### config.mk
export PLATFORM = sky130hd
export DESIGN_NAME = fsb_top
export DESIGN_NICKNAME = d
export VERILOG_FILES = /design/src/verilog/fsb_pkg.sv /design/src/verilog/fsb_sync_gen.sv /design/src/verilog/fsb_top.sv
export SDC_FILE = /design/constraint.sdc
export NUM_CORES = 1
export LEC_CHECK = 0
export BUFFER_PORTS_ARGS = -buffer_cell sky130_fd_sc_hd__buf_2
export CAP_MARGIN = 40
export CORE_MARGIN = 2
export CORE_UTILIZATION = 50
export CTS_BUF_LIST = sky130_fd_sc_hd__clkbuf_8
export CTS_CLUSTER_SIZE = 25
export DETAILED_ROUTE_END_ITERATION = 16
export GPL_ROUTABILITY_DRIVEN = 0
export PLACE_DENSITY = 0.67
export SETUP_SLACK_MARGIN = 0.05
export SYNTH_ARGS = -nofsm -noshare
export SYNTH_HDL_FRONTEND = slang
export SYNTH_SLANG_ARGS = --single-unit
### constraint.sdc
create_clock -name clock -period 5.3 [get_ports clock]
set_clock_uncertainty 0.1 [all_clocks]
set_input_delay 0.265 -clock clock [delete_from_list [all_inputs] [get_ports clock]]
set_output_delay 0.265 -clock clock [all_outputs]
set_load 0.01 [all_outputs]
### src/verilog/fsb_pkg.sv
`default_nettype none
package fsb_pkg;
	localparam int NUM_PINS = 4;
	localparam int NUM_PORTS = 2;
	localparam logic [7:0] OFS_PIN_STATUS = 8'h0E;
	localparam logic [7:0] OFS_INPUT_CTL = 8'h0F;
	localparam logic [7:0] OFS_PIN_FUNC0 = 8'h10;
	localparam logic [7:0] OFS_SYNC_CTL = 8'h18;
	localparam logic [7:0] OFS_HIGH_UPPER = 8'h19;
	localparam logic [7:0] OFS_HIGH_LOWER = 8'h1A;
	localparam logic [7:0] OFS_LOW_UPPER = 8'h1B;
	localparam logic [7:0] OFS_LOW_LOWER = 8'h1C;
	localparam logic [7:0] OFS_PORT_SELECT = 8'h4C;
	localparam logic [7:0] OFS_RATE_SELECT = 8'h58;
	localparam logic [7:0] OFS_ROUTE_A = 8'h6E;
	localparam logic [7:0] OFS_ROUTE_B = 8'h6F;
	localparam logic [7:0] OFS_PULLDOWN_CTL = 8'hBE;
	localparam logic [7:0] RST_INPUT_CTL = 8'h00;
	localparam logic [7:0] RST_PULLDOWN_CTL = 8'h00;
	localparam logic [7:0] RST_PIN_FUNC = 8'h00;
	localparam logic [7:0] RST_SYNC_CTL = 8'h00;
	localparam logic [15:0] RST_COUNT = 16'h0000;
	localparam logic [7:0] RST_PORT_SELECT = 8'h01;
	localparam logic [7:0] RST_RATE = 8'h00;
	localparam logic [7:0] RST_ROUTE = 8'h88;
	localparam int CTL_ENABLE_BIT = 0;
	localparam int CTL_DUTY_BIT = 1;
	localparam int CTL_START_BIT = 2;
	localparam int CTL_SRC_LSB = 4;
	localparam int PIN_OE_BIT = 0;
	localparam int PIN_DATA_BIT = 1;
	localparam int PIN_SYNC_OUT_BIT = 2;
	localparam int PSEL_READ_BIT = 4;
	localparam logic [3:0] SRC_PORT0_TICK = 4'h0;
	localparam logic [3:0] SRC_PORT1_TICK = 4'h1;
	localparam logic [3:0] SRC_EXT_PIN0 = 4'h8;
	localparam logic [3:0] SRC_EXT_PIN3 = 4'hB;
	localparam logic [3:0] ROUTE_PIN0 = 4'h0;
	localparam logic [3:0] ROUTE_PIN3 = 4'h3;
	localparam logic [3:0] ROUTE_LOW = 4'h8;
	localparam logic [3:0] ROUTE_HIGH = 4'h9;
	localparam logic [3:0] ROUTE_SYNC = 4'hA;
	localparam logic [2:0] RATE_2M5 = 3'h0;
	localparam int CLOCK_PERIOD_PS = 4000;
	localparam int BIT_TIME_NS = 400;
	localparam int BITS_PER_FRAME = 30;
	localparam int TICK_CYCLES = BITS_PER_FRAME * BIT_TIME_NS * 1000 / CLOCK_PERIOD_PS;
	localparam logic [11:0] TICK_LAST = 12'(TICK_CYCLES - 1);
endpackage
`default_nettype wire

### src/verilog/fsb_sync_gen.sv
`timescale 1ns/10ps
`default_nettype none
module fsb_sync_gen (
	input wire logic clock,
	input wire logic reset_n,
	input wire logic tick,
	input wire logic enable,
	input wire logic duty_mode,
	input wire logic start_level,
	input wire logic [15:0] high_count,
	input wire logic [15:0] low_count,
	output logic level_r
);
	import fsb_pkg::*;

	logic [15:0] cnt_r;
	logic [15:0] len_r;
	logic run_r;

	// length of the phase at level lvl, never below one tick
	function automatic logic [15:0] phase_len(input logic lvl, input logic mode,
		input logic [15:0] hi, input logic [15:0] lo);
		logic [15:0] n;
		n = (lvl || mode) ? hi : lo;
		phase_len = (n == 16'h0000) ? 16'h0001 : n;
	endfunction

	// first enabled cycle loads the start level written with the enable
	always_ff @(posedge clock or negedge reset_n) begin
		if (!reset_n) begin
			run_r <= 1'b0;
		end else begin
			run_r <= enable;
		end
	end

	always_ff @(posedge clock or negedge reset_n) begin
		if (!reset_n) begin
			level_r <= 1'b0;
			cnt_r <= 16'h0000;
			len_r <= 16'h0001;
		end else if (!enable || !run_r) begin
			level_r <= start_level;
			cnt_r <= 16'h0000;
			len_r <= phase_len(start_level, duty_mode, high_count, low_count);
		end else if (tick) begin
			if (cnt_r + 16'h0001 >= len_r) begin
				level_r <= ~level_r;
				cnt_r <= 16'h0000;
				len_r <= phase_len(~level_r, duty_mode, high_count, low_count);
			end else begin
				cnt_r <= cnt_r + 16'h0001;
			end
		end
	end
endmodule
`default_nettype wire

### src/verilog/fsb_top.sv
`timescale 1ns/10ps
`default_nettype none
module fsb_top (
	input wire logic clock,
	input wire logic reset_n,
	input wire logic [7:0] reg_addr,
	input wire logic reg_wr_en,
	input wire logic [7:0] reg_wr_data,
	input wire logic reg_rd_en,
	output logic [7:0] reg_rd_data,
	output logic reg_rd_valid,
	input wire logic [fsb_pkg::NUM_PINS-1:0] gpio_in,
	output logic [fsb_pkg::NUM_PINS-1:0] gpio_out,
	output logic [fsb_pkg::NUM_PINS-1:0] gpio_oe,
	output logic [fsb_pkg::NUM_PINS-1:0] gpio_input_disable,
	output logic [fsb_pkg::NUM_PINS-1:0] gpio_pulldown_disable,
	output logic [3:0] backchannel_gpio_signal_p0,
	output logic [3:0] backchannel_gpio_signal_p1,
	output logic frame_sync_pulse
);
	import fsb_pkg::*;

	// pin input synchronisers
	logic [NUM_PINS-1:0] pin_meta_r;
	logic [NUM_PINS-1:0] pin_sync_r;
	logic [NUM_PINS-1:0] pin_level;

	// register file
	logic [7:0] input_ctl_r;
	logic [7:0] pulldown_ctl_r;
	logic [7:0] pin_func_r [NUM_PINS];
	logic [7:0] sync_ctl_r;
	logic [15:0] high_count_r;
	logic [15:0] low_count_r;
	logic [7:0] port_select_r;
	logic [7:0] rate_r [NUM_PORTS];
	logic [15:0] route_r [NUM_PORTS];

	// generator side
	logic [NUM_PORTS-1:0] tick_r;
	logic gen_tick;
	logic gen_level;
	logic gen_enable;
	logic [3:0] sync_src;
	logic sync_nxt;

	logic [7:0] rd_nxt;
	logic read_port;

	// route selector to a back-channel level
	function automatic logic route_level(input logic [3:0] sel,
		input logic [NUM_PINS-1:0] pins, input logic fs);
		logic v;
		v = 1'b0;
		if (sel <= ROUTE_PIN3) begin
			v = pins[sel[1:0]];
		end else if (sel == ROUTE_HIGH) begin
			v = 1'b1;
		end else if (sel == ROUTE_SYNC) begin
			v = fs;
		end
		route_level = v;
	endfunction

	// true when addr hits the pin function block
	function automatic logic is_pin_func(input logic [7:0] addr);
		is_pin_func = (addr >= OFS_PIN_FUNC0) &&
			(addr < OFS_PIN_FUNC0 + 8'(NUM_PINS));
	endfunction

	always_ff @(posedge clock or negedge reset_n) begin
		if (!reset_n) begin
			pin_meta_r <= '0;
			pin_sync_r <= '0;
		end else begin
			pin_meta_r <= gpio_in;
			pin_sync_r <= pin_meta_r;
		end
	end

	// disabled input paths read as low
	assign pin_level = pin_sync_r & ~input_ctl_r[NUM_PINS-1:0];

	// upper four bits reserved, read as zero
	always_ff @(posedge clock or negedge reset_n) begin
		if (!reset_n) begin
			input_ctl_r <= RST_INPUT_CTL;
		end else if (reg_wr_en && reg_addr == OFS_INPUT_CTL) begin
			input_ctl_r <= {4'h0, reg_wr_data[3:0]};
		end
	end

	always_ff @(posedge clock or negedge reset_n) begin
		if (!reset_n) begin
			pulldown_ctl_r <= RST_PULLDOWN_CTL;
		end else if (reg_wr_en && reg_addr == OFS_PULLDOWN_CTL) begin
			pulldown_ctl_r <= {4'h0, reg_wr_data[3:0]};
		end
	end

	genvar gp;
	generate
		for (gp = 0; gp < NUM_PINS; gp++) begin : g_pin
			always_ff @(posedge clock or negedge reset_n) begin
				if (!reset_n) begin
					pin_func_r[gp] <= RST_PIN_FUNC;
				end else if (reg_wr_en && reg_addr == OFS_PIN_FUNC0 + 8'(gp)) begin
					pin_func_r[gp] <= {5'h00, reg_wr_data[2:0]};
				end
			end

			always_ff @(posedge clock or negedge reset_n) begin
				if (!reset_n) begin
					gpio_oe[gp] <= 1'b0;
				end else begin
					gpio_oe[gp] <= pin_func_r[gp][PIN_OE_BIT];
				end
			end

			// pin may mirror the frame sync instead of a fixed level
			always_ff @(posedge clock or negedge reset_n) begin
				if (!reset_n) begin
					gpio_out[gp] <= 1'b0;
				end else begin
					gpio_out[gp] <= pin_func_r[gp][PIN_SYNC_OUT_BIT] ?
						frame_sync_pulse : pin_func_r[gp][PIN_DATA_BIT];
				end
			end
		end
	endgenerate

	always_ff @(posedge clock or negedge reset_n) begin
		if (!reset_n) begin
			gpio_input_disable <= '0;
		end else begin
			gpio_input_disable <= input_ctl_r[NUM_PINS-1:0];
		end
	end

	always_ff @(posedge clock or negedge reset_n) begin
		if (!reset_n) begin
			gpio_pulldown_disable <= '0;
		end else begin
			gpio_pulldown_disable <= pulldown_ctl_r[NUM_PINS-1:0];
		end
	end

	// bit 3 reserved, reads as zero
	always_ff @(posedge clock or negedge reset_n) begin
		if (!reset_n) begin
			sync_ctl_r <= RST_SYNC_CTL;
		end else if (reg_wr_en && reg_addr == OFS_SYNC_CTL) begin
			sync_ctl_r <= {reg_wr_data[7:4], 1'b0, reg_wr_data[2:0]};
		end
	end

	// bytes land at once; generator takes them at its next phase end
	always_ff @(posedge clock or negedge reset_n) begin
		if (!reset_n) begin
			high_count_r <= RST_COUNT;
		end else if (reg_wr_en) begin
			case (reg_addr)
				OFS_HIGH_UPPER: high_count_r[15:8] <= reg_wr_data;
				OFS_HIGH_LOWER: high_count_r[7:0] <= reg_wr_data;
				default: begin
				end
			endcase
		end
	end

	always_ff @(posedge clock or negedge reset_n) begin
		if (!reset_n) begin
			low_count_r <= RST_COUNT;
		end else if (reg_wr_en) begin
			case (reg_addr)
				OFS_LOW_UPPER: low_count_r[15:8] <= reg_wr_data;
				OFS_LOW_LOWER: low_count_r[7:0] <= reg_wr_data;
				default: begin
				end
			endcase
		end
	end

	// write mask for per-port registers in bits 1:0, read port in bit 4
	always_ff @(posedge clock or negedge reset_n) begin
		if (!reset_n) begin
			port_select_r <= RST_PORT_SELECT;
		end else if (reg_wr_en && reg_addr == OFS_PORT_SELECT) begin
			port_select_r <= {3'h0, reg_wr_data[PSEL_READ_BIT], 2'h0, reg_wr_data[1:0]};
		end
	end

	assign read_port = port_select_r[PSEL_READ_BIT];

	genvar pt;
	generate
		for (pt = 0; pt < NUM_PORTS; pt++) begin : g_port
			logic [11:0] tick_cnt_r;
			logic [3:0] bc_nxt;

			// per-port registers take writes only where the mask bit is set
			always_ff @(posedge clock or negedge reset_n) begin
				if (!reset_n) begin
					rate_r[pt] <= RST_RATE;
				end else if (reg_wr_en && port_select_r[pt] && reg_addr == OFS_RATE_SELECT) begin
					rate_r[pt] <= reg_wr_data;
				end
			end

			always_ff @(posedge clock or negedge reset_n) begin
				if (!reset_n) begin
					route_r[pt] <= {RST_ROUTE, RST_ROUTE};
				end else if (reg_wr_en && port_select_r[pt]) begin
					if (reg_addr == OFS_ROUTE_A) begin
						route_r[pt][7:0] <= reg_wr_data;
					end
					if (reg_addr == OFS_ROUTE_B) begin
						route_r[pt][15:8] <= reg_wr_data;
					end
				end
			end

			// frame period tick; other rate codes keep the 2.5 Mbps frame
			always_ff @(posedge clock or negedge reset_n) begin
				if (!reset_n) begin
					tick_cnt_r <= 12'h000;
				end else if (tick_cnt_r == TICK_LAST) begin
					tick_cnt_r <= 12'h000;
				end else begin
					tick_cnt_r <= tick_cnt_r + 12'h001;
				end
			end

			// one-cycle strobe at the end of each frame period
			always_ff @(posedge clock or negedge reset_n) begin
				if (!reset_n) begin
					tick_r[pt] <= 1'b0;
				end else begin
					tick_r[pt] <= (tick_cnt_r == TICK_LAST);
				end
			end

			always_comb begin
				bc_nxt = '0;
				for (int s = 0; s < 4; s++) begin
					bc_nxt[s] = route_level(route_r[pt][4*s +: 4], pin_level, frame_sync_pulse);
				end
			end

			if (pt == 0) begin : g_out0
				always_ff @(posedge clock or negedge reset_n) begin
					if (!reset_n) begin
						backchannel_gpio_signal_p0 <= 4'h0;
					end else begin
						backchannel_gpio_signal_p0 <= bc_nxt;
					end
				end
			end else begin : g_out1
				always_ff @(posedge clock or negedge reset_n) begin
					if (!reset_n) begin
						backchannel_gpio_signal_p1 <= 4'h0;
					end else begin
						backchannel_gpio_signal_p1 <= bc_nxt;
					end
				end
			end
		end
	endgenerate

	assign sync_src = sync_ctl_r[CTL_SRC_LSB +: 4];
	assign gen_tick = (sync_src == SRC_PORT1_TICK) ? tick_r[1] : tick_r[0];
	assign gen_enable = sync_ctl_r[CTL_ENABLE_BIT];

	fsb_sync_gen u_gen (
		.clock(clock),
		.reset_n(reset_n),
		.tick(gen_tick),
		.enable(gen_enable),
		.duty_mode(sync_ctl_r[CTL_DUTY_BIT]),
		.start_level(sync_ctl_r[CTL_START_BIT]),
		.high_count(high_count_r),
		.low_count(low_count_r),
		.level_r(gen_level)
	);

	// external pin source wins; otherwise generator when enabled, else low
	always_comb begin
		sync_nxt = 1'b0;
		if (sync_src >= SRC_EXT_PIN0 && sync_src <= SRC_EXT_PIN3) begin
			sync_nxt = pin_level[sync_src[1:0]];
		end else if (gen_enable) begin
			sync_nxt = gen_level;
		end
	end

	// one level feeds both the pins and the back channel
	always_ff @(posedge clock or negedge reset_n) begin
		if (!reset_n) begin
			frame_sync_pulse <= 1'b0;
		end else begin
			frame_sync_pulse <= sync_nxt;
		end
	end

	always_comb begin
		rd_nxt = 8'h00;
		if (is_pin_func(reg_addr)) begin
			rd_nxt = pin_func_r[reg_addr[1:0]];
		end else begin
			case (reg_addr)
				OFS_PIN_STATUS: rd_nxt = {4'h0, pin_level};
				OFS_INPUT_CTL: rd_nxt = input_ctl_r;
				OFS_PULLDOWN_CTL: rd_nxt = pulldown_ctl_r;
				OFS_SYNC_CTL: rd_nxt = sync_ctl_r;
				OFS_HIGH_UPPER: rd_nxt = high_count_r[15:8];
				OFS_HIGH_LOWER: rd_nxt = high_count_r[7:0];
				OFS_LOW_UPPER: rd_nxt = low_count_r[15:8];
				OFS_LOW_LOWER: rd_nxt = low_count_r[7:0];
				OFS_PORT_SELECT: rd_nxt = port_select_r;
				OFS_RATE_SELECT: rd_nxt = rate_r[read_port];
				OFS_ROUTE_A: rd_nxt = route_r[read_port][7:0];
				OFS_ROUTE_B: rd_nxt = route_r[read_port][15:8];
				default: rd_nxt = 8'h00;
			endcase
		end
	end

	// read answer one cycle after the strobe
	always_ff @(posedge clock or negedge reset_n) begin
		if (!reset_n) begin
			reg_rd_valid <= 1'b0;
		end else begin
			reg_rd_valid <= reg_rd_en;
		end
	end

	// read data holds until the next read
	always_ff @(posedge clock or negedge reset_n) begin
		if (!reset_n) begin
			reg_rd_data <= 8'h00;
		end else if (reg_rd_en) begin
			reg_rd_data <= rd_nxt;
		end
	end
endmodule
`default_nettype wire

-- Word-level counts from Yosys, hierarchy flattened
Cells that the tools add are included.
- register bits after elaboration: 212
- bits of input ports: 24
- output and inout bits: 34
- logic and storage cells: 217
- add/sub/neg operators: 3
- order comparisons: 24
- eq/ne operators: 35
- mux-type cells: 75
- bitwise logic cells: 5
- reductions and logical operators: 32
- operators by type and width (operator ; number):
    16-bit two-way mux ; 13
    8-bit one-hot mux with 12 select lines ; 1
    8-bit by 5-bit equality test with 1-bit output (second input constant) ; 9
    4-bit equality test (second input constant) ; 16
    8-bit two-way mux ; 6
    1-bit two-way mux ; 43
    8-bit by 7-bit equality test with 1-bit output (second input constant) ; 4
    4-bit by 2-bit less-or-equal comparator with 1-bit output (second input constant) ; 8
    16-bit logical NOT ; 2
    2-bit by 3-bit < comparator with 1-bit output (second input constant) ; 9
    12-bit by 1-bit adder with 12-bit output (second input constant) ; 2
    12-bit equality test (second input constant) ; 2
    12-bit two-way mux ; 2
    1-bit binary-select mux with 2-bit select ; 9
    2-bit AND reduction ; 9
    16-bit by 1-bit adder with 16-bit output (second input constant) ; 1
    8-bit binary-select mux with 2-bit select ; 1
    8-bit by 4-bit equality test with 1-bit output (second input constant) ; 2
    16-bit greater-or-equal comparator ; 1
    1-bit logical AND ; 14
    8-bit equality test (second input constant) ; 1
    8-bit by 5-bit greater-or-equal comparator with 1-bit output (second input constant) ; 1
    8-bit by 5-bit < comparator with 1-bit output (second input constant) ; 1
    4-bit bitwise AND ; 1
    12 further kinds ; 16

-- Depth between registers and ports, before layout
- depth in word-level cells: 8
- mapped depth: 13
- mapped depth without buffers: 12

-- Hierarchy
Synthesis repeated with hierarchy kept, for this count alone.
- cells, all modules: 902
- area, all modules: 10565.1 um^2
- by module, submodules not included (module ; times used ; cells each ; area each (um^2) ; sequential area each (um^2)):
    fsb_top ; 1 ; 657 ; 8261.7 ; 4465.5
    fsb_sync_gen ; 1 ; 245 ; 2303.5 ; 852.1

-- Worst setup path before layout
No wires, ideal clock.
- path kind: flip-flop to flip-flop
- from: register u_gen.cnt_r[2]
- to: register u_gen.len_r[10]
- data arrival time: 2.840 ns
- slack: 2.280 ns
- cell stages (with the launch flop): 12
- buffers on the path: 1
- cells stage by stage: dfrtp_1 nand3_1 nor3_1 nand3_1 xnor2_1 ha_1 nand4_1 nor4_1 a31oi_2 a21oi_4 buf_6 mux2i_1
- cells in the longest elaborated chain, start to end: 4
- ends and longest elaborated chain (what ; RTL line ; RTL):
    from (decl) ; fsb_sync_gen.sv:16 ; logic [15:0] cnt_r;
    from (signal assigned) ; fsb_sync_gen.sv:52 ; cnt_r <= cnt_r + 16'h0001;
    16-bit by 1-bit adder with 16-bit output ; fsb_sync_gen.sv:47 ; if (cnt_r + 16'h0001 >= len_r) begin
    16-bit greater-or-equal comparator ; fsb_sync_gen.sv:47 ;
    2-bit nonzero test (no line) ; n/a ;
    2-bit AND reduction (no line) ; n/a ;
    to (signal assigned) ; fsb_sync_gen.sv:45 ; len_r <= phase_len(start_level, duty_mode, high_count, low_count);
    to (signal assigned) ; fsb_sync_gen.sv:50 ; len_r <= phase_len(~level_r, duty_mode, high_count, low_count);
    to (decl) ; fsb_sync_gen.sv:17 ; logic [15:0] len_r;
No other way between the ends.
A chain may end at the register's enable or synchronous reset.

-- Worst setup path in the final report
- from: register u_gen.cnt_r[2]
- to: register u_gen.len_r[0]
The elaborated chain is that of the path after synthesis.

==> out/metrics.csv <==
stage,metric,value,unit
critical_path,CP endpoint kind,flop,
critical_path,R2R Path Start,u_gen.cnt_r[2],
critical_path,Worst Setup SP,u_gen.cnt_r[2],
run_status,status,finished clean,
floorplanning,die height,150,µm
global_routing,largest net degree at the start of global routing,125,
cells_and_area,# nets final,1032,
global_routing,grt total ovfl,0,
critical_path,CP required,5.65,ns
timing,min cycle time layout,4.01,ns
cts,worst skew pair latency,0.53,ns
critical_path,CP max FO,16,
timing,fmax,249,MHz
timing,setup ws final,1.29,ns
logic_synthesis,ys flop type,dfrtp_1,
logic_synthesis,Ys Warns,0,
detailed_routing,drt total wl,26000,µm
cells_and_area,area delta synth->final,12.3,%
logic_synthesis,Async SR Flop Fraction,1.00,
detailed_routing,DR vias,7613,
logic_synthesis,Synth Cell Area,0.0107,mm²
critical_path,arrival time at the worst endpoint,4.36,ns
placement,Port Buffers,57,
floorplanning,cell row count,53,
timing,fin. max-slew vios,0,
global_routing,Tot GR Track Use,0.237,
global_routing,initial antenna violation count,2,
detailed_routing,DRC errors left,0,
logic_synthesis,leading area contributor after synthesis,dfrtp_1,
logic_synthesis,Yosys top cell area share,0.474,
critical_path,worst path cell trace,"nand3_1, nor3_1, nand3_1, xnor2_1, ha_1, nand4_1, nor4_1, a31oi_2, a21oi_4, mux2_2",
placement,dpl hpwl,17700,µm
detailed_routing,Post-DRT Antenna Nets,0,
power,peak supply drop,238,µV
power,P_leak,5.66,nW
cells_and_area,"commonest non-fill, non-tap cells in the layout","dfrtp_1 (202), mux2_2 (126), nand2_1 (66)",
detailed_routing,DRT Pass-1 Iters,5,
logic_synthesis,Synth Register Bits,212,
timing,RSZ-0062 raised after global routing,no,
logic_synthesis,"top cells by area, synth","dfrtp_1 (47%), mux2_2 (13%), mux2i_1 (4.4%)",
timing,Worst Tran Pin Value,0.954,ns
timing,TNS Setup,0,ns
cells_and_area,"leading cell type in the layout, fill and taps excluded",dfrtp_1,
timing,period utilization,0.757,
critical_path,critical path class,reg2reg,
power,pwr dens,287,mW/mm²
timing,Slew headroom,0.364,
logic_synthesis,Synth Net Count,962,
job,Max Cap Viol,0,
logic_synthesis,"EDFF count, synth",0,
global_routing,vias in the first global route,7459,
cts,CTS Root Cell,clkbuf_8,
cts,CTS tree,built,
floorplanning,core footprint,0.0210,mm²
cts,clock-pin slew on the worst setup and hold paths,0.07,ns
cts,H-Tree Depth,2,
hold_path,HP Start,reg_wr_data[4],
critical_path,Worst setup SP type,flop,
logic_synthesis,register area share after synthesis,0.498,
critical_path,max incr delay on CP,0.67,ns
timing,Hold Fails Final Rpt,0,
cts,Num CTS Buffers,36,
placement,dpl ws,1.34,ns
detailed_routing,routed wire length per instance,20.2,µm
logic_synthesis,Avg Inst Size Synth,11.6,µm²
critical_path,slowest CP cell,a21oi_4,
floorplanning,die extent in x,150,µm
floorplanning,die area,0.0225,mm²
cts,setup bufs post-CTS,0,
cts,Clock Tree Buf Depth,3,
floorplanning,initial core utilization,0.509,
critical_path,cell mode on critical path,nand3_1,
logic_synthesis,synth unique cells,73,
floorplanning,# IOs,58,
hold_path,Hold Crit Class,in2reg,
logic_synthesis,Mapped Cells,919,
cts,CTS Sinks,212,
cells_and_area,fraction of layout cells with a size suffix above 1,0.292,
detailed_routing,Via density,5.90,
detailed_routing,initial DRC count,610,
timing,Final Setup Violations,0,
global_routing,first-pass GRT wire length,41300,µm
cells_and_area,antenna cells,0,
## synth_stat cells, types with 15 or more instances
master    instances
ha_1             19
nor2_1           61
dfrtp_1         202
inv_1            32
o21ai_0          20
clkbuf_1         19
mux2_2          126
nand3_1          21
nand2_1          66
nor3_1           19
a21oi_1          19
xnor2_1          15
xor2_1           18
mux2i_1          47
## state kept, by name, summed over array words and instances (netlist names), 7 cells and up
register / cells
route_r: 32
g_port.tick_cnt_r: 24
high_count_r: 16
low_count_r: 16
rate_r: 16
u_gen.cnt_r: 16
u_gen.len_r: 16
pin_func_r: 12
reg_rd_data: 8
sync_ctl_r: 7
## metal layers
layer	track usage	share of wire	vias to the layer above
met2	0.353	0.45	218
met5	0	0.00069	-
met1	0.360	0.48	3850
met3	0.0439	0.059	39
met4	0.0585	0.016	4
li1	-	-	3502
## cell type report
| class | count | area (µm²) |
|---|---|---|
| clock buffers | 45 | 619 |
| clock inverters | 20 | 116 |
| fillers | 1834 | 8970 |
| inverters | 32 | 120 |
| multi-input cells | 635 | 5030 |
| flip-flops and latches | 212 | 5320 |
| well taps | 275 | 344 |
| repair buffers | 72 | 433 |
## final timing paths
kind	cells after the start	endpoint	slack, ns
setup / recovery	10	u_gen.len_r[0]	1.29
hold / removal	2	route_r[4]	0.13
min in group asynchronous	2	u_gen.cnt_r[6]	0.32
hold reg to reg	0	pin_sync_r[1]	0.25
max in group asynchronous	3	reg_rd_data[2]	3.53
setup reg to reg	10	u_gen.len_r[0]	1.29
## cell families (layout without fill, tap and decap cells)
logic type      after synthesis  in the layout  synth area share
xor+xnor                     33             33            0.0271
simple gates                278            278             0.149
fa+ha+maj                    19             19            0.0223
flops                       212            212             0.498
compound gates              128            128            0.0875
buf+inv                      72            169            0.0303
mux                         177            177             0.186
## critical path: cells and delay by family (launching register included)
kind                     cells  cell delay [ns]
adder cells (fa/ha/maj)      1             0.31
AO/OA/AOI/OAI                2             1.04
flip-flops                   1             0.43
AND/OR/NAND/NOR              5             1.47
XOR/XNOR                     1             0.18
multiplexers                 1             0.40
## what timing repair did
action	CTS	global route
hold buffers	7	0
resized for setup	0	0
hold endpoints to repair	122	0
## where the power goes
group          total, W  switching [W]  internal [W]  leakage, nW
logic          0.000252       0.000155     0.0000968         2.39
clock network   0.00148       0.000664      0.000816        0.424
registers       0.00171      0.0000420       0.00167         2.84
## through the flow
step           instances  power (W)  utilization  hold slack, ns  instance area (µm²)
4_1_cts             1291    0.00347        0.572           0.111                12000
3_3_place_gp        1215    0.00198        0.531           0.234                11100
5_1_grt             1291    0.00358        0.572           0.141                12000
3_5_place_dp        1219    0.00199        0.533           0.240                11200
2_1_floorplan        919    0.00187            -          -0.131                10700
6_report            1291    0.00344        0.572           0.132                12000
No activity file was read; power rests on OpenSTA's default activity.
